**src/pkg/dmr_pkg.sv**
```systemverilog
// package: mode register addresses, fields, codes and latency tables
package dmr_pkg;
  // mode addresses
  localparam logic [5:0] ADDR_IO_CONFIG = 6'h03;
  localparam logic [5:0] ADDR_REFRESH_THERMAL = 6'h04;
  // io config fields
  localparam int IO_PULLUP_BIT = 0;
  localparam int IO_POSTAMBLE_BIT = 1;
  localparam int IO_PROTECT_BIT = 2;
  localparam int IO_PULLDOWN_LSB = 3;
  localparam int IO_RD_INV_BIT = 6;
  localparam int IO_WR_INV_BIT = 7;
  localparam logic [7:0] IO_CONFIG_RESET = 8'h30;
  // thermal fields
  localparam int TH_ABORT_BIT = 3;
  localparam int TH_ENTRY_BIT = 4;
  localparam int TH_OFFSET_LSB = 5;
  localparam int TH_FLAG_BIT = 7;
  localparam logic [7:0] TH_WRITE_MASK = 8'h78;
  localparam logic [3:0] TH_WRITE_RESET = 4'h0;
  // refresh rate codes
  localparam logic [2:0] RATE_4X = 3'h1;
  localparam logic [2:0] RATE_2X = 3'h2;
  localparam logic [2:0] RATE_1X = 3'h3;
  localparam logic [2:0] RATE_HALF = 3'h4;
  localparam logic [2:0] RATE_QUARTER = 3'h5;
  localparam logic [2:0] RATE_QUARTER_DERATE = 3'h6;
  // latency mode fields
  localparam int LAT_RL_LSB = 0;
  localparam int LAT_WL_LSB = 3;
  localparam int LAT_WLS_BIT = 6;
  localparam logic [7:0] LAT_RESET = 8'h00;
  // set point control fields
  localparam int SP_WR_BIT = 6;
  localparam int SP_OP_BIT = 7;
  // extra clocks for 32-beat reads
  localparam logic [5:0] BURST32_RTP_EXTRA = 6'h08;
  // latency tables, indexed by the 3-bit code
  typedef logic [5:0] dmr_lat_t [8];
  localparam dmr_lat_t RL_PLAIN = '{6'h06, 6'h0A, 6'h0E, 6'h14, 6'h18, 6'h1C, 6'h20, 6'h24};
  localparam dmr_lat_t RL_INV = '{6'h06, 6'h0C, 6'h10, 6'h16, 6'h1C, 6'h20, 6'h24, 6'h28};
  localparam dmr_lat_t WL_SET_A = '{6'h04, 6'h06, 6'h08, 6'h0A, 6'h0C, 6'h0E, 6'h10, 6'h12};
  localparam dmr_lat_t WL_SET_B = '{6'h04, 6'h08, 6'h0C, 6'h12, 6'h16, 6'h1A, 6'h1E, 6'h22};
  localparam dmr_lat_t RTP_TABLE = '{6'h08, 6'h08, 6'h08, 6'h08, 6'h0A, 6'h0C, 6'h0E, 6'h10};
  // command codes on the mode port
  typedef enum logic [1:0] {
    DMR_CMD_IDLE = 2'h0,
    DMR_CMD_WRITE = 2'h1,
    DMR_CMD_READ = 2'h2
  } dmr_cmd_t;
  // controller register map (AXI4-Lite byte offsets)
  localparam logic [4:0] CTL_CMD = 5'h00;
  localparam logic [4:0] CTL_WDATA = 5'h04;
  localparam logic [4:0] CTL_STATUS = 5'h08;
  localparam logic [4:0] CTL_RDATA = 5'h0C;
  localparam logic [4:0] CTL_CONFIG = 5'h10;
  localparam logic [1:0] AXI_OKAY = 2'h0;
  localparam logic [1:0] AXI_SLVERR = 2'h2;
endpackage

```
**src/pkg/dmr_if.sv**
```systemverilog
// interface: mode register command port between controller and device
`timescale 1ns/1ps
`default_nettype none
interface dmr_if;
  import dmr_pkg::*;
  dmr_cmd_t cmd;
  logic [5:0] addr;
  logic [7:0] wdata;
  logic [7:0] rdata;
  logic rvalid;
  modport ctrl (output cmd, output addr, output wdata, input rdata, input rvalid);
  modport dev (input cmd, input addr, input wdata, output rdata, output rvalid);
endinterface
`default_nettype wire

```
**src/hdl/dmr_device.sv**
```systemverilog
// device end: io config and refresh/thermal mode registers, latency selection
//------------------------------------------------------------
// What the document requires
// (RULE1) clock kept within latency frequency limits; not enforced here, nothing checks the clock frequency
// (RULE2) read inversion bit picks read latency column
// (RULE3) latency set bit picks write latency set
// (RULE4) write recovery cycles before auto precharge
// (RULE5) read-to-precharge cycles before auto precharge
// (RULE6) 32-beat reads add eight clocks
// (RULE7) io config register layout at 03H
// (RULE8) two set-point copies, write select access
// (RULE9) device operates from operating set point
// (RULE10) repair protect is sticky until power-on
// (RULE11) protection refuses setting repair entry
// (RULE12) thermal register layout at 04H
// (RULE13) rate codes: 011 is nominal 1x
// (RULE14) rate top bit means above 85 degrees
// (RULE15) code 110 means quarter rate with derating
// (RULE16) controller scales refresh timing by rate
// (RULE17) codes 000 and 111 not assured
// (RULE18) update flag set on change, cleared by read
// (RULE19) update flag zero at power-up
// (RULE20) rate unreliable before initialization completes
// (RULE21) thermal write updates only bits 6:3
// (RULE22) self-refresh abort only on large devices
//------------------------------------------------------------
`timescale 1ns/1ps
`default_nettype none
module dmr_device
  import dmr_pkg::*;
#(
  parameter bit ABORT_SUPPORTED = 1'b1
) (
  // clock and reset
  input wire logic clock,
  input wire logic reset_n,
  // mode command port
  dmr_if.dev mode,
  // registers kept outside this block
  input wire logic [7:0] latencyMode,
  input wire logic [7:0] setPointControl,
  // sensor side
  input wire logic [2:0] sensorRate,
  input wire logic initDone,
  // derived operating values, with the write recovery and burst inputs they use
  output logic [5:0] readLatency,
  output logic [5:0] writeLatency,
  output logic [5:0] readToPrechargeCycles,
  output logic [5:0] writeRecoveryOut,
  input wire logic [5:0] writeRecoveryCycles,
  input wire logic burst32Beats,
  output logic [7:0] ioConfigActive,
  output logic selfRefreshAbort,
  output logic repairEntry,
  output logic [1:0] thermalOffset
);
  //------------------------------------------------------------
  // decode
  //------------------------------------------------------------
  wire logic isWrite = (mode.cmd == DMR_CMD_WRITE);
  wire logic isRead = (mode.cmd == DMR_CMD_READ);
  wire logic hitIo = (mode.addr == ADDR_IO_CONFIG);
  wire logic hitTh = (mode.addr == ADDR_REFRESH_THERMAL);
  wire logic wrSel = setPointControl[SP_WR_BIT];
  wire logic opSel = setPointControl[SP_OP_BIT];

  //------------------------------------------------------------
  // io config copies
  //------------------------------------------------------------
  logic [7:0] ioCopy_reg [2];
  logic [7:0] ioCopy_next [2];
  logic protect_reg;
  logic protect_next;

  // one copy per set point; only the write-selected one is touched [RULE8]
  always_comb begin
    for (int i = 0; i < 2; i++) begin
      ioCopy_next[i] = ioCopy_reg[i];
      if (isWrite && hitIo && (wrSel == i[0])) begin
        ioCopy_next[i] = mode.wdata; // [RULE7]
        ioCopy_next[i][IO_PROTECT_BIT] = 1'b0;
      end
    end
  end

  // protection is one sticky flag; writes can only raise it [RULE10]
  assign protect_next = protect_reg | (isWrite & hitIo & mode.wdata[IO_PROTECT_BIT]);

  always_ff @(posedge clock or negedge reset_n) begin
    if (!reset_n) begin
      ioCopy_reg[0] <= IO_CONFIG_RESET;
      ioCopy_reg[1] <= IO_CONFIG_RESET;
      protect_reg <= 1'b0;
    end else begin
      ioCopy_reg[0] <= ioCopy_next[0];
      ioCopy_reg[1] <= ioCopy_next[1];
      protect_reg <= protect_next;
    end
  end

  // operating copy drives the device, except the protect bit, which comes from the sticky flag [RULE9]
  always_comb begin
    ioConfigActive = ioCopy_reg[opSel];
    ioConfigActive[IO_PROTECT_BIT] = protect_reg;
  end

  //------------------------------------------------------------
  // sensor inputs: the sensor runs off its own timing
  //------------------------------------------------------------
  logic [2:0] rateMeta_reg;
  logic [2:0] rateSync_reg;
  logic [2:0] rateHold_reg;
  logic initMeta_reg;
  logic initSync_reg;

  // two flops per bit; a code counts only once it held for a cycle,
  // so a word caught mid-change is never reported
  always_ff @(posedge clock or negedge reset_n) begin
    if (!reset_n) begin
      rateMeta_reg <= RATE_1X;
      rateSync_reg <= RATE_1X;
      rateHold_reg <= RATE_1X;
      initMeta_reg <= 1'b0;
      initSync_reg <= 1'b0;
    end else begin
      rateMeta_reg <= sensorRate;
      rateSync_reg <= rateMeta_reg;
      rateHold_reg <= rateSync_reg;
      initMeta_reg <= initDone;
      initSync_reg <= initMeta_reg;
    end
  end

  // costs four cycles of latency, far below any sensible polling rate
  wire logic rateSteady = (rateSync_reg == rateHold_reg);

  //------------------------------------------------------------
  // thermal register
  //------------------------------------------------------------
  logic [3:0] thWrite_reg;
  logic [2:0] rate_reg;
  logic flag_reg;
  logic [3:0] thWriteNext;
  wire logic thWr = isWrite & hitTh;
  wire logic thRd = isRead & hitTh;
  wire logic rateChange = initSync_reg & rateSteady & (rateSync_reg != rate_reg); // [RULE20]

  // only bits 6:3 are writable; entry cannot be raised while protected
  always_comb begin
    thWriteNext = thWrite_reg;
    if (thWr) begin
      thWriteNext = mode.wdata[6:3]; // [RULE21]
      if (protect_reg && mode.wdata[TH_ENTRY_BIT]) begin
        thWriteNext[TH_ENTRY_BIT - 3] = thWrite_reg[TH_ENTRY_BIT - 3]; // [RULE11]
      end
      if (!ABORT_SUPPORTED) begin
        thWriteNext[TH_ABORT_BIT - 3] = 1'b0; // [RULE22]
      end
    end
  end

  // sensor code captured only after init; change wins over read clear
  always_ff @(posedge clock or negedge reset_n) begin
    if (!reset_n) begin
      thWrite_reg <= TH_WRITE_RESET;
      rate_reg <= RATE_1X; // [RULE13]
      flag_reg <= 1'b0; // [RULE19]
    end else begin
      thWrite_reg <= thWriteNext;
      if (rateChange) begin
        rate_reg <= rateSync_reg; // [RULE14] [RULE15]
      end
      flag_reg <= rateChange | (flag_reg & ~thRd); // [RULE18]
    end
  end

  assign selfRefreshAbort = thWrite_reg[TH_ABORT_BIT - 3];
  assign repairEntry = thWrite_reg[TH_ENTRY_BIT - 3];
  assign thermalOffset = thWrite_reg[TH_OFFSET_LSB - 3 +: 2];

  //------------------------------------------------------------
  // mode read answer: one cycle after the read
  //------------------------------------------------------------
  wire logic [7:0] thImage = {flag_reg, thWrite_reg, rate_reg}; // [RULE12]
  always_ff @(posedge clock or negedge reset_n) begin
    if (!reset_n) begin
      mode.rdata <= 8'h00;
      mode.rvalid <= 1'b0;
    end else begin
      mode.rvalid <= isRead;
      // io config is write-only, so it reads back zero
      mode.rdata <= thRd ? thImage : 8'h00;
    end
  end

  //------------------------------------------------------------
  // latency selection
  //------------------------------------------------------------
  wire logic [2:0] rlCode = latencyMode[LAT_RL_LSB +: 3];
  wire logic [2:0] wlCode = latencyMode[LAT_WL_LSB +: 3];
  wire logic invRead = ioConfigActive[IO_RD_INV_BIT];
  wire logic [5:0] rtpBase = RTP_TABLE[rlCode];

  // registered to keep table lookup off the command path
  always_ff @(posedge clock or negedge reset_n) begin
    if (!reset_n) begin
      readLatency <= 6'h06;
      writeLatency <= 6'h04;
      readToPrechargeCycles <= 6'h08;
      writeRecoveryOut <= 6'h06;
    end else begin
      readLatency <= invRead ? RL_INV[rlCode] : RL_PLAIN[rlCode]; // [RULE2]
      writeLatency <= latencyMode[LAT_WLS_BIT] ? WL_SET_B[wlCode] : WL_SET_A[wlCode]; // [RULE3]
      readToPrechargeCycles <= burst32Beats ? 6'(rtpBase + BURST32_RTP_EXTRA) : rtpBase; // [RULE5] [RULE6]
      writeRecoveryOut <= writeRecoveryCycles; // [RULE4]
    end
  end
endmodule
`default_nettype wire

```
**src/flat_wrapper.sv**
```systemverilog
// flat-port wrapper written by rule: the top's interface ports become plain ports
module dmr_device_flat import dmr_pkg::*;
#(
  parameter bit ABORT_SUPPORTED = 1'b1
)
  (clock, reset_n, latencyMode, setPointControl, sensorRate, initDone, readLatency, writeLatency, readToPrechargeCycles, writeRecoveryOut, writeRecoveryCycles, burst32Beats, ioConfigActive, selfRefreshAbort, repairEntry, thermalOffset, mode_cmd, mode_addr, mode_wdata, mode_rdata, mode_rvalid);
  dmr_if mode_i ();
  input wire logic clock;
  input wire logic reset_n;
  input wire logic [7:0] latencyMode;
  input wire logic [7:0] setPointControl;
  input wire logic [2:0] sensorRate;
  input wire logic initDone;
  output logic [5:0] readLatency;
  output logic [5:0] writeLatency;
  output logic [5:0] readToPrechargeCycles;
  output logic [5:0] writeRecoveryOut;
  input wire logic [5:0] writeRecoveryCycles;
  input wire logic burst32Beats;
  output logic [7:0] ioConfigActive;
  output logic selfRefreshAbort;
  output logic repairEntry;
  output logic [1:0] thermalOffset;
  input wire logic [$bits(mode_i.cmd)-1:0] mode_cmd;
  input wire logic [$bits(mode_i.addr)-1:0] mode_addr;
  input wire logic [$bits(mode_i.wdata)-1:0] mode_wdata;
  output wire logic [$bits(mode_i.rdata)-1:0] mode_rdata;
  output wire logic [$bits(mode_i.rvalid)-1:0] mode_rvalid;
  assign mode_i.cmd = mode_cmd;
  assign mode_i.addr = mode_addr;
  assign mode_i.wdata = mode_wdata;
  assign mode_rdata = mode_i.rdata;
  assign mode_rvalid = mode_i.rvalid;
  dmr_device #(.ABORT_SUPPORTED(ABORT_SUPPORTED)) u_core (.clock(clock), .reset_n(reset_n), .mode(mode_i), .latencyMode(latencyMode), .setPointControl(setPointControl), .sensorRate(sensorRate), .initDone(initDone), .readLatency(readLatency), .writeLatency(writeLatency), .readToPrechargeCycles(readToPrechargeCycles), .writeRecoveryOut(writeRecoveryOut), .writeRecoveryCycles(writeRecoveryCycles), .burst32Beats(burst32Beats), .ioConfigActive(ioConfigActive), .selfRefreshAbort(selfRefreshAbort), .repairEntry(repairEntry), .thermalOffset(thermalOffset));
endmodule
```
**config.mk**
```make
export PLATFORM = sky130hd
export DESIGN_NAME = dmr_device_flat
export DESIGN_NICKNAME = d
export VERILOG_FILES = /design/src/pkg/dmr_pkg.sv /design/src/pkg/dmr_if.sv /design/src/hdl/dmr_device.sv /design/src/flat_wrapper.sv
export SDC_FILE = /design/constraint.sdc
export NUM_CORES = 1
export LEC_CHECK = 0
export BUFFER_PORTS_ARGS = -buffer_cell sky130_fd_sc_hd__buf_2
export CAP_MARGIN = 40
export CORE_UTILIZATION = 45
export DETAILED_ROUTE_END_ITERATION = 10
export GPL_TIMING_DRIVEN = 0
export PLACE_DENSITY = 0.85
export SYNTH_ARGS = -nofsm -noshare
export SYNTH_HDL_FRONTEND = slang
export SYNTH_SLANG_ARGS = --single-unit
export TNS_END_PERCENT = 50
```
**constraint.sdc**
```tcl
create_clock -name clock -period 1.7 [get_ports clock]
set_clock_uncertainty 0.15 [all_clocks]
set_input_delay 0.085 -clock clock [delete_from_list [all_inputs] [get_ports clock]]
set_output_delay 0.085 -clock clock [all_outputs]
set_load 0.02 [all_outputs]
```
# Word level (Yosys, flattened, before mapping)
# Memory sizes are Yosys's and may differ from the RTL's.
# Cells that the tools add are included.
# Widths: inputs -> output; s select.
[op_classes]
add_sub_neg = 1
n_lt_le_gt_ge = 3
n_eq_ne = 6
mux = 17
n_bitwise = 15
reduce_logical = 5
[op_table]
columns = ["op", "n"]
rows = [
  ["$mux 6", 13],
  ["$mux 8", 4],
  ["$ge 4x4->1 const B", 2],
  ["$not 3->4", 2],
  ["$and 1x1->1", 7],
  ["$add 6x4->6 const B", 1],
  ["$eq 6x2->1 const B", 1],
  ["$eq 6x3->1 const B", 1],
  ["$logic_and 1x1->1", 4],
  ["$eq 3x3->1", 1],
  ["$ne 3x3->1", 1],
  ["$not 1->1", 3],
  ["$eq 2x1->1 const B", 1],
  ["$eq 2x2->1 const B", 1],
  ["$ge 2x2->1 const B", 1],
  ["$not 1->2", 1],
  ["$or 1x1->1", 2],
  ["$reduce_and 2->1", 1],
]
[totals]
register_bits = 67
mem_bits_ro = 240
input_bits = 45
output_inout_bits = 45
elab_cells = 70
n_memories = 5
[memory_table]
columns = ["memory", "depth", "word_bits", "rd", "rd_clocked_by_memory_dff", "wr", "line", "source"]
rows = [
  ["(name not given)", 8, 6, 1, 0, 0, "dmr_device.sv:202", "wire logic [5:0] rtpBase = RTP_TABLE[rlCode];"],
  ["(name not given)", 8, 6, 1, 0, 0, "dmr_device.sv:212", "readLatency <= invRead ? RL_INV[rlCode] : RL_PLAIN[rlCode];"],
  ["(name not given)", 8, 6, 1, 0, 0, "dmr_device.sv:212", ""],
  ["(name not given)", 8, 6, 1, 0, 0, "dmr_device.sv:213", "writeLatency <= latencyMode[LAT_WLS_BIT] ? WL_SET_B[wlCode] : WL_SET_A[wlCode];"],
  ["(name not given)", 8, 6, 1, 0, 0, "dmr_device.sv:213", ""],
]

# Logic depth before layout (Yosys ltp)
# Gate-level depths: netlist of run 1.
[logic_depth]
depth_word = 6
depth_mapped = 5
ltp_nobuf = 5

# Least setup slack after synthesis of run 1
# Ideal clock, no wire load.
[synth_timing]
path_type = "input -> register"
startpoint = "input port mode_addr[3]"
endpoint = "register u_core.ioCopy_reg[0] (netlist bit)"
setup_ps = 125
arrival_time_ps = 1433
required_time_ps = 1425
setup_slack_ps = -8
stages = 4
path_buffers = 1
cell_sequence = "or3_4 -> or4_4 -> buf_6 -> mux2_4"
[synth_between]
elab_chain_len = 3
[synth_rtl]
columns = ["element", "line", "source"]
rows = [
  ["from (decl)", "flat_wrapper.sv:25", "input wire logic [$bits(mode_i.addr)-1:0] mode_addr;"],
  ["$eq 6x2->1", "dmr_device.sv:62", "wire logic hitIo = (mode.addr == ADDR_IO_CONFIG);"],
  ["$logic_and 1x1->1 (2 in a row)", "dmr_device.sv:79", "if (isWrite && hitIo && (wrSel == i[0])) begin"],
  ["to (decl)", "dmr_device.sv:70", "logic [7:0] ioCopy_reg [2];"],
]
# No other way between the ends.
# A chain may end at the register's enable or synchronous reset.

# Worst setup path in the final report of run 1
[layout_timing]
startpoint = "input port latencyMode[3]"
endpoint = "register u_core.writeLatency[1]"
[layout_between]
elab_chain_len = 5
word_cells_on_any_way = 8
cone_classes = "mux (5); bitwise (1); memory (2)"
[layout_rtl]
columns = ["element", "line", "source"]
rows = [
  ["from (decl)", "flat_wrapper.sv:10", "input wire logic [7:0] latencyMode;"],
  ["$not 3->4 (not written as such) (*)", "dmr_device.sv:213", ""],
  ["$mem_v2 8x6", "-", ""],
  ["$mux 6 (not written as such) (2 in a row)", "dmr_device.sv:213", ""],
  ["$mux 6 (*)", "dmr_device.sv:213", ""],
  ["to (signal assigned)", "dmr_device.sv:213", ""],
  ["to (decl)", "dmr_device.sv:47", "output logic [5:0] writeLatency,"],
]
# Mark *: on every way between the ends. The rest lies on a longest branch, timed or not. The select of a mux whose other input is x is not followed.

==> flow_summary.toml, run 1 <==
[status]
outcome = "completed"

[layout]
final_area_mm2 = 0.00369
n_antenna_cell = 0
fin_nets = 354
drive_above_1_share = 0.497
finalNonFillerCells = 376
largest_reg_flops = 14
layout_common_cells = "buf_2, dfrtp_1, dlygate4sd3_1, mux2_2, dfstp_2"
final_common_cell = "buf_2"
fill_cells = 423
area_growth_pct = 41.2

[critical_path]
rr_worst_depth = 3
worst_setup_path_start_kind = "input pin"
cp-end-kind = "flop"
reg2reg_to = "u_core.rate_reg[2]"
reg2reg_from = "u_core.rateSync_reg[1]"
cp_max_fo = 5
path_class = "in -> reg"
critPathArrivalTime_ns = 1.71
r2r_setup_slack_ns = 0.18
worstPathRequired_ns = 1.77

[timing]
setup_slack_ns = 0.0675
fin_crit_ns = 1.63
finalCritPeriodShare = 0.960
hold_viol = 0
tightest_slew_ns = 0.712
rsz0062_at_grt = "false"
max_slew_margin = 0.525
finalSetupViolations = 0
fmax_mhz = 613
slew_violations = 0
final.setup.tns_ns = 0

[synthesis]
synth-compound-area-share = 0.0278
synth_top_family_by_area = "multiplexers"
synth_fa_ha_area_frac = 0.0479
synth.area.mux_share = 0.158
synth_xor_area_frac = 0.0235
syn_avg_cell_area_um2 = 14.8
ys.flop_type = "dfrtp_1"
ys_warn_count = 0
syn_inst = 177
yosysUniqueCellTypes = 35
async_flop_share = 1.00
synth-edff-count = 0
ys_ff_latch = 64
netlist_area_mm2 = 0.00261
ys_seq_area_frac = 0.622
synthSimpleGateAreaFrac = 0.0891

[grt]
antenna_found_initial = 0
grt_pass1_vias = 1753
grt_first_pass_wirelength_mm = 8.03
track_usage = 0.181
grt_max_degree = 34
grt_overflow_total = 0

[detailed_routing]
wl_per_cell_um = 13.1
dr_total_vias = 1720
drtPass1Iterations = 4
viasPerCell = 4.57
drt-total-wl_mm = 4.92
dr.first_iter.drc_count = 97
drc_errors = 0
ant_nets = 0

[pwr]
p_leak_nw = 1.91
p_sw_frac = 0.226
powerDensity_mw_per_mm2 = 1030
power_frac_comb = 0.123
irDropWorstVdd_mv = 0.576
clockPowerShare = 0.426
p_switching_mw = 0.858
power_mw = 3.80
internal_power_mw = 2.94
sequentialPowerShare = 0.451

[floorplan]
coreArea_mm2 = 0.00554
initial_core_util = 0.471
die_y_um = 78.2
die_w_um = 78.2
fp.dieArea_mm2 = 0.00611
fp-row-count = 27
ios = 90

[min_path]
hold_depth = 3
hold_path_class = "in -> reg"
hold_end = "u_core.ioCopy_reg[14]"
hold_path_startpoint = "setPointControl[6]"

[placement]
gp_congestion = 0.732
place_inst = 330
io_buffers = 77
pre_cts_slack_ns = -0.267
postPlaceCellArea_mm2 = 0.00312
dpl.hpwl_mm = 3.41

[clock_network]
root_buffer = "clkbuf_8"
cts_tree = "yes"
clock-sinks = 64
h-tree-depth = 3
numCtsBuffers = 9
clkLatencyLatePin_ns = 0.35
clockBufferDepth = 2
clk_pin_slew_worst_paths_ns = 0.07
postCtsSetupBuffers = 0

[flow_run]
maxCapViolations = 0
## worst max-delay path, stage by stage
cell and delay (ns):
dlygate4sd3_1 0.53, buf_2 0.15, ha_1 0.22, nor2_2 0.10
a21oi_1 0.07, dlygate4sd3_1 0.55
## cell families (layout without fill, tap and decap cells)
logic type / after synthesis / count (layout)
flip-flops: 64 / 64
multiplexers: 35 / 35
AND/OR/NAND/NOR: 34 / 34
buffers and inverters: 15 / 139
AO/OA/AOI/OAI: 11 / 11
adder cells (fa/ha/maj): 10 / 10
XOR/XNOR: 7 / 7
other: 1 / 4
## power groups by stage
stage | combinational [mW] | sequential, mW | clock [mW]
global route | 0.514 | 1.73 | 1.73
floorplan | 0.190 | 1.78 | 0
detailed placement | 0.416 | 1.74 | 0
finish | 0.468 | 1.71 | 1.62
CTS | 0.473 | 1.71 | 1.66
global placement | 0.400 | 1.73 | 0
## Yosys cell counts (2+ instances only)
master | count | area [µm²]
ha_1 | 10 | 125
nor3_1 | 2 | 10.0
nand2_1 | 2 | 7.51
nor2_1 | 3 | 11.3
and3_1 | 2 | 12.5
a21oi_1 | 3 | 15.0
mux2_4 | 7 | 105
xor2_1 | 4 | 35.0
nor2b_1 | 5 | 31.3
dfrtp_1 | 46 | 1150
inv_1 | 7 | 26.3
and2_1 | 10 | 62.6
nand2b_1 | 2 | 12.5
o21ai_0 | 2 | 10.0
a21o_1 | 2 | 15.0
clkbuf_1 | 3 | 11.3
buf_4 | 4 | 30.0
dfstp_2 | 18 | 473
mux2_2 | 22 | 248
mux2i_1 | 6 | 60.1
xnor2_1 | 3 | 26.3
## per-stage QoR
step                      utilization  hold WS (ns)
after global placement          0.559        0.0405
after detailed placement        0.563        0.0298
final                           0.666        0.0268
after global routing            0.666        0.0191
after CTS                       0.665        0.0131
after floorplan                     -        -0.361
## worst max path at each step
stage                     depth (start not counted)  slack [ns]                      to               start
after floorplan                                   4      -0.008    u_core.ioCopy_reg[0]        mode_addr[3]
after global placement                            4       -0.22   u_core.readLatency[3]  setPointControl[7]
after detailed placement                          4       -0.27   u_core.readLatency[3]  setPointControl[7]
after CTS                                         6        0.05  u_core.writeLatency[1]      latencyMode[3]
after global routing                              6      0.0005  u_core.writeLatency[1]      latencyMode[3]
final                                             6        0.07  u_core.writeLatency[1]      latencyMode[3]
## metal layers
metal,wire [µm],share of wire,GRT usage,up-vias
met5,0,0,0,-
met4,185,0.038,0.130,0
met3,308,0.063,0.0640,16
met2,2350,0.48,0.276,61
met1,2070,0.42,0.212,802
li1,-,-,-,841
## cell type report
type	count	area, µm²	share of cell area
Sequential cell	64	1620	0.440
Multi-Input combinational cell	101	935	0.253
Timing Repair Buffer	108	706	0.191
Clock buffer	11	151	0.0411
Clock inverter	5	103	0.0278
Tap cell	72	90.1	0.0244
Buffer	8	52.6	0.0143
Inverter	7	26.3	0.00713
## repair_timing
item,CTS,global route
resized for setup,2,1
hold buffers,30,0
endpoints found under the setup margin,4,1
gates cloned,0,0
hold endpoints to repair,61,0
(Power assumes the default switching activity.)
==> run 2, diff against run 1 <==
- CELL_PAD_IN_SITES_DETAIL_PLACEMENT: not set -> 0
- CELL_PAD_IN_SITES_GLOBAL_PLACEMENT: not set -> 1
- CORE_UTILIZATION: 45 -> 39
- PLACE_DENSITY: 0.85 -> 0.9
==> run 2 against run 1 <==
Die area up 15%. First-iteration DRC count fell by 35%. Sequential share of layout area rose by 0.29 points. Total power is 4.5% lower. Fmax is 1.5% lower. Flip-flop and latch count did not move. Design area down 0.64%. Utilization fell by 9.5 points. Global-route usage fell by 2.7 points. Non-clock buffer count did not move. The flow now finishes with violations (DRC). Via count up 0.17%. Clock-buffer cell count fell by 2.
==> flow_summary.toml, run 2 (synthesized netlist as in run 1, its figures left out) <==
[pwr]
p_leak_nw = 1.90
power_mw = 3.63
irDropWorstVdd_mv = 0.594
powerDensity_mw_per_mm2 = 991

[floorplan]
fp.dieArea_mm2 = 0.00703
coreArea_mm2 = 0.00642
die_w_um = 83.8
fp-row-count = 29
initial_core_util = 0.407
die_y_um = 83.8
ios = 90

[detailed_routing]
dr.first_iter.drc_count = 63
ant_nets = 0
wl_per_cell_um = 12.9
drc_errors = 10
dr_total_vias = 1723
viasPerCell = 4.52
drt-total-wl_mm = 4.90
drtPass1Iterations = 7

[layout]
fin_nets = 354
drive_above_1_share = 0.493
layout_common_cells = "buf_2, dfrtp_1, dlygate4sd3_1, mux2_2, dfstp_2"
area_growth_pct = 40.3
n_antenna_cell = 0
final_common_cell = "buf_2"
utilization = 0.570
final_area_mm2 = 0.00366
largest_reg_flops = 14

[critical_path]
crit_family = "buffers and inverters"
worstPathRequired_ns = 1.77
path_buf_inv = 3
reg2reg_to = "u_core.rate_reg[2]"
cp-end-kind = "flop"
path_cells = "dlygate4sd3_1, buf_2, ha_1, nor2_1, a21oi_1, dlygate4sd3_1"
critPathArrivalTime_ns = 1.73
r2r_setup_slack_ns = 0.19
cp_max_fo = 5
critPathMaxStageDelay_ns = 0.55
reg2reg_from = "u_core.rateSync_reg[0]"
cpMostUsedCell = "dlygate4sd3_1"
rr_worst_depth = 3
worst_setup_path_start_kind = "input pin"
crit_path_top_delay_cell = "dlygate4sd3_1"
path_class = "in -> reg"

[clock_network]
root_buffer = "clkbuf_8"
clk_pin_slew_worst_paths_ns = 0.07
numCtsBuffers = 9
cts_tree = "yes"
clock-sinks = 64
clockBufferDepth = 2
h-tree-depth = 3
clkLatencyLatePin_ns = 0.34

[timing]
final.setup.tns_ns = 0
tightest_slew_ns = 0.670
finalCritPeriodShare = 0.975
fin_crit_ns = 1.66
fmax_mhz = 604
rsz0062_at_grt = "false"
hold_viol = 0
max_slew_margin = 0.553
finalSetupViolations = 0
slew_violations = 0

[min_path]
hold_depth = 3
hold_path_class = "in -> reg"
hold_end = "u_core.ioCopy_reg[14]"
hold_path_startpoint = "setPointControl[6]"

[flow_run]
maxCapViolations = 0

[grt]
grt_max_degree = 35
antenna_found_initial = 0
grt_pass1_vias = 1790
grt_first_pass_wirelength_mm = 8.16
grt_overflow_total = 0
track_usage = 0.154

[status]
outcome = "finished with violations"
failed_checks = "DRC"

[placement]
io_buffers = 77
dpl.hpwl_mm = 3.33
gp_congestion = 0.745
postPlaceCellArea_mm2 = 0.00312
run 2: cell count changes in the layout (fill, tap and decap cells not counted):
cell,delta
clkbuf_8,-2
clkinv_4,+2
inv_6,+2
bufinv_16,-1
clkinv_2,-1
nor2_1,+1
nor2_2,-1
run 2: timing repair:
item | CTS | global route
resized for setup | 2 | 0
endpoints found under the setup margin | 4 | 0
endpoints found under the hold margin | 60 | 0
setup buffers | 0 | 0
hold buffers | 30 | 0
run 2: through the flow:
| stage | hold slack (ns) | setup WS, ns | cells |
|---|---|---|---|
| after floorplan | -0.361 | -0.00842 | 180 |
| after global placement | 0.0420 | -0.226 | 334 |
| after detailed placement | 0.00908 | -0.285 | 335 |
| after CTS | 0.0299 | 0.0743 | 381 |
| after global routing | 0.0391 | 0.00344 | 381 |
| final | 0.0474 | 0.0431 | 381 |
run 2: worst min-delay path: stages:
cell    delay [ns]
buf_2         0.11
nor4_4        0.08
mux2_2        0.22
run 2: power by group:
part | switching (mW) | internal (mW)
clock network | 0.607 | 0.839
registers | 0.0546 | 1.65
logic | 0.240 | 0.235
run 2: how the worst max path moves through the flow:
| stage | end | slack, ns | cells past startpoint | startpoint |
|---|---|---|---|---|
| global route | u_core.writeLatency[1] | 0.003 | 6 | latencyMode[3] |
| floorplan | u_core.ioCopy_reg[0] | -0.008 | 4 | mode_addr[3] |
| CTS | u_core.writeLatency[1] | 0.07 | 6 | latencyMode[4] |
| detailed placement | u_core.readLatency[3] | -0.28 | 4 | setPointControl[7] |
| finish | u_core.writeLatency[1] | 0.04 | 6 | latencyMode[3] |
| global placement | u_core.readLatency[3] | -0.23 | 4 | setPointControl[7] |
run 2: cell type report:
type | count | area (µm²)
buffer | 8 | 52.6
tap | 77 | 96.3
inverter | 7 | 26.3
multi-input combinational | 101 | 932
clock inverter | 7 | 103
fill | 551 | 2760
timing repair buffer | 108 | 706
sequential | 64 | 1620
clock buffer | 9 | 124
run 2: metal layers:
| layer | up-vias | wire, µm | share of wire | GRT usage |
|---|---|---|---|---|
| met5 | - | 0 | 0 | 0 |
| met4 | 0 | 80 | 0.016 | 0.0752 |
| met3 | 8 | 278 | 0.057 | 0.0564 |
| met2 | 60 | 2460 | 0.50 | 0.251 |
| met1 | 819 | 2090 | 0.43 | 0.180 |
| li1 | 836 | - | - | - |
==> run 3, diff against run 2 <==
- CORE_ASPECT_RATIO: not set -> 1.25
==> run 3 against run 2 <==
The flow still finishes with violations (DRC). Clock power decreased by 17%. Die area about the same. Worst setup slack got worse by 0.0093 ns. Utilization decreased by 1.4 points. Sequential share of layout area increased by 0.40 points. Non-clock buffer count unchanged. Design area decreased by 0.89%. Fmax decreased by 0.56%. Combinational power about the same. Via count increased by 0.12%. Critical path depth unchanged. Critical endpoint unchanged. Largest power group unchanged.
==> flow_summary.toml, run 3 (synthesized netlist as in run 1, its figures left out) <==
[layout]
final_area_mm2 = 0.00363
drive_above_1_share = 0.480
layout_common_cells = "buf_2, dfrtp_1, dlygate4sd3_1, mux2_2, dfstp_2"
largest_reg_flops = 14
final_common_cell = "buf_2"
n_antenna_cell = 0
area_growth_pct = 39.1
fin_nets = 354

[pwr]
p_leak_nw = 1.87
irDropWorstVdd_mv = 0.569
power_mw = 3.39
powerDensity_mw_per_mm2 = 934

[status]
outcome = "finished with violations"
failed_checks = "DRC"

[detailed_routing]
drc_errors = 2
viasPerCell = 4.41
wl_per_cell_um = 12.4
dr.first_iter.drc_count = 70
ant_nets = 0
drtPass1Iterations = 7
dr_total_vias = 1725
drt-total-wl_mm = 4.85

[clock_network]
root_buffer = "clkbuf_8"
clock-sinks = 64
clk_pin_slew_worst_paths_ns = 0.07
numCtsBuffers = 9
clockBufferDepth = 2
postCtsSetupBuffers = 0
cts_tree = "yes"
clkLatencyLatePin_ns = 0.34
h-tree-depth = 3

[placement]
dpl.hpwl_mm = 3.41
io_buffers = 77
postPlaceCellArea_mm2 = 0.00314
gp_congestion = 0.717

[grt]
grt.met3_usage = 0.0668
grt_first_pass_wirelength_mm = 7.91
gr-usage-met1 = 0.175
met2_usage = 0.242
grt_overflow_total = 0
antenna_found_initial = 1
busiest_layer = "met2"
grt_max_degree = 35
grt_pass1_vias = 1778
track_usage = 0.157

[floorplan]
ios = 90
initial_core_util = 0.400
fp.dieArea_mm2 = 0.00703
die_y_um = 93.5
fp-row-count = 33
die_w_um = 75.2
coreArea_mm2 = 0.00652

[critical_path]
critPathArrivalTime_ns = 1.74
worstPathRequired_ns = 1.77
rr_worst_depth = 3
reg2reg_to = "u_core.rate_reg[2]"
cp_max_fo = 6
worst_setup_path_start_kind = "input pin"
path_class = "in -> reg"
r2r_setup_slack_ns = 0.19
cp-end-kind = "flop"
reg2reg_from = "u_core.rateSync_reg[0]"

[min_path]
hold_path_startpoint = "setPointControl[6]"
hold_depth = 3
hold_path_class = "in -> reg"
hold_end = "u_core.ioCopy_reg[13]"

[timing]
fmax_mhz = 600
tightest_slew_ns = 0.739
finalCritPeriodShare = 0.980
finalSetupViolations = 0
max_slew_margin = 0.507
fin_crit_ns = 1.67
slew_violations = 0
hold_viol = 0
rsz0062_at_grt = "false"

[flow_run]
maxCapViolations = 0
-- run 3: cell types whose count changed in the layout (fill, tap and decap cells not counted) --
cell and change:
inv_6 -2, clkinv_4 -2, bufinv_16 -1, clkbuf_1 +4
clkinv_2 +1
-- run 3: stage by stage --
| step | util | instances | TNS, ns | hold slack (ns) | worst slack (ns) |
|---|---|---|---|---|---|
| floorplan | - | 180 | -0.0421 | -0.361 | -0.00842 |
| global route | 0.557 | 391 | 0 | 0.0359 | 0.0148 |
| finish | 0.557 | 391 | 0 | 0.0490 | 0.0338 |
| CTS | 0.557 | 391 | 0 | 0.0318 | 0.0672 |
| global placement | 0.478 | 344 | -2.59 | 0.0413 | -0.240 |
| detailed placement | 0.481 | 345 | -2.73 | 0.0408 | -0.263 |
-- run 3: worst max path at each step --
stage	start	to	slack [ns]	depth (start not counted)
floorplan	mode_addr[3]	u_core.ioCopy_reg[0]	-0.008	4
global placement	setPointControl[7]	u_core.readLatency[3]	-0.24	4
detailed placement	setPointControl[7]	u_core.readLatency[3]	-0.26	4
CTS	latencyMode[3]	u_core.writeLatency[1]	0.07	6
global route	latencyMode[4]	u_core.writeLatency[1]	0.01	6
finish	latencyMode[4]	u_core.writeLatency[1]	0.03	6
-- run 3: cell type report --
class	instances	area [µm²]
buffer	8	52.6
clock buffer	13	139
clock inverter	3	42.5
fill	596	2890
inverter	7	26.3
multi-input combinational	101	932
sequential	64	1620
tap	87	109
timing repair buffer	108	706
-- run 3: critical path: stages --
cell	delay [ns]
dlygate4sd3_1	0.54
buf_2	0.16
ha_1	0.19
nor2_1	0.13
a21oi_1	0.08
dlygate4sd3_1	0.55
-- run 3: report_power, final --
part           leakage, nW  switching, mW  total (mW)  internal [mW]
logic                 1.01          0.237       0.472          0.235
registers            0.779         0.0545        1.71           1.66
clock network       0.0876          0.531        1.21          0.677
-- run 3: layer usage --
metal  up-vias  part of all wire
li1        834                 -
met1       812              0.42
met2        64              0.47
met4         2             0.030
met3        13             0.074
met5         -            0.0035
-- run 3: repair_timing --
item | in CTS | in global routing
hold buffers | 30 | 0
endpoints found under the hold margin | 61 | 0
endpoints found under the setup margin | 4 | 0
resized for setup | 2 | 0
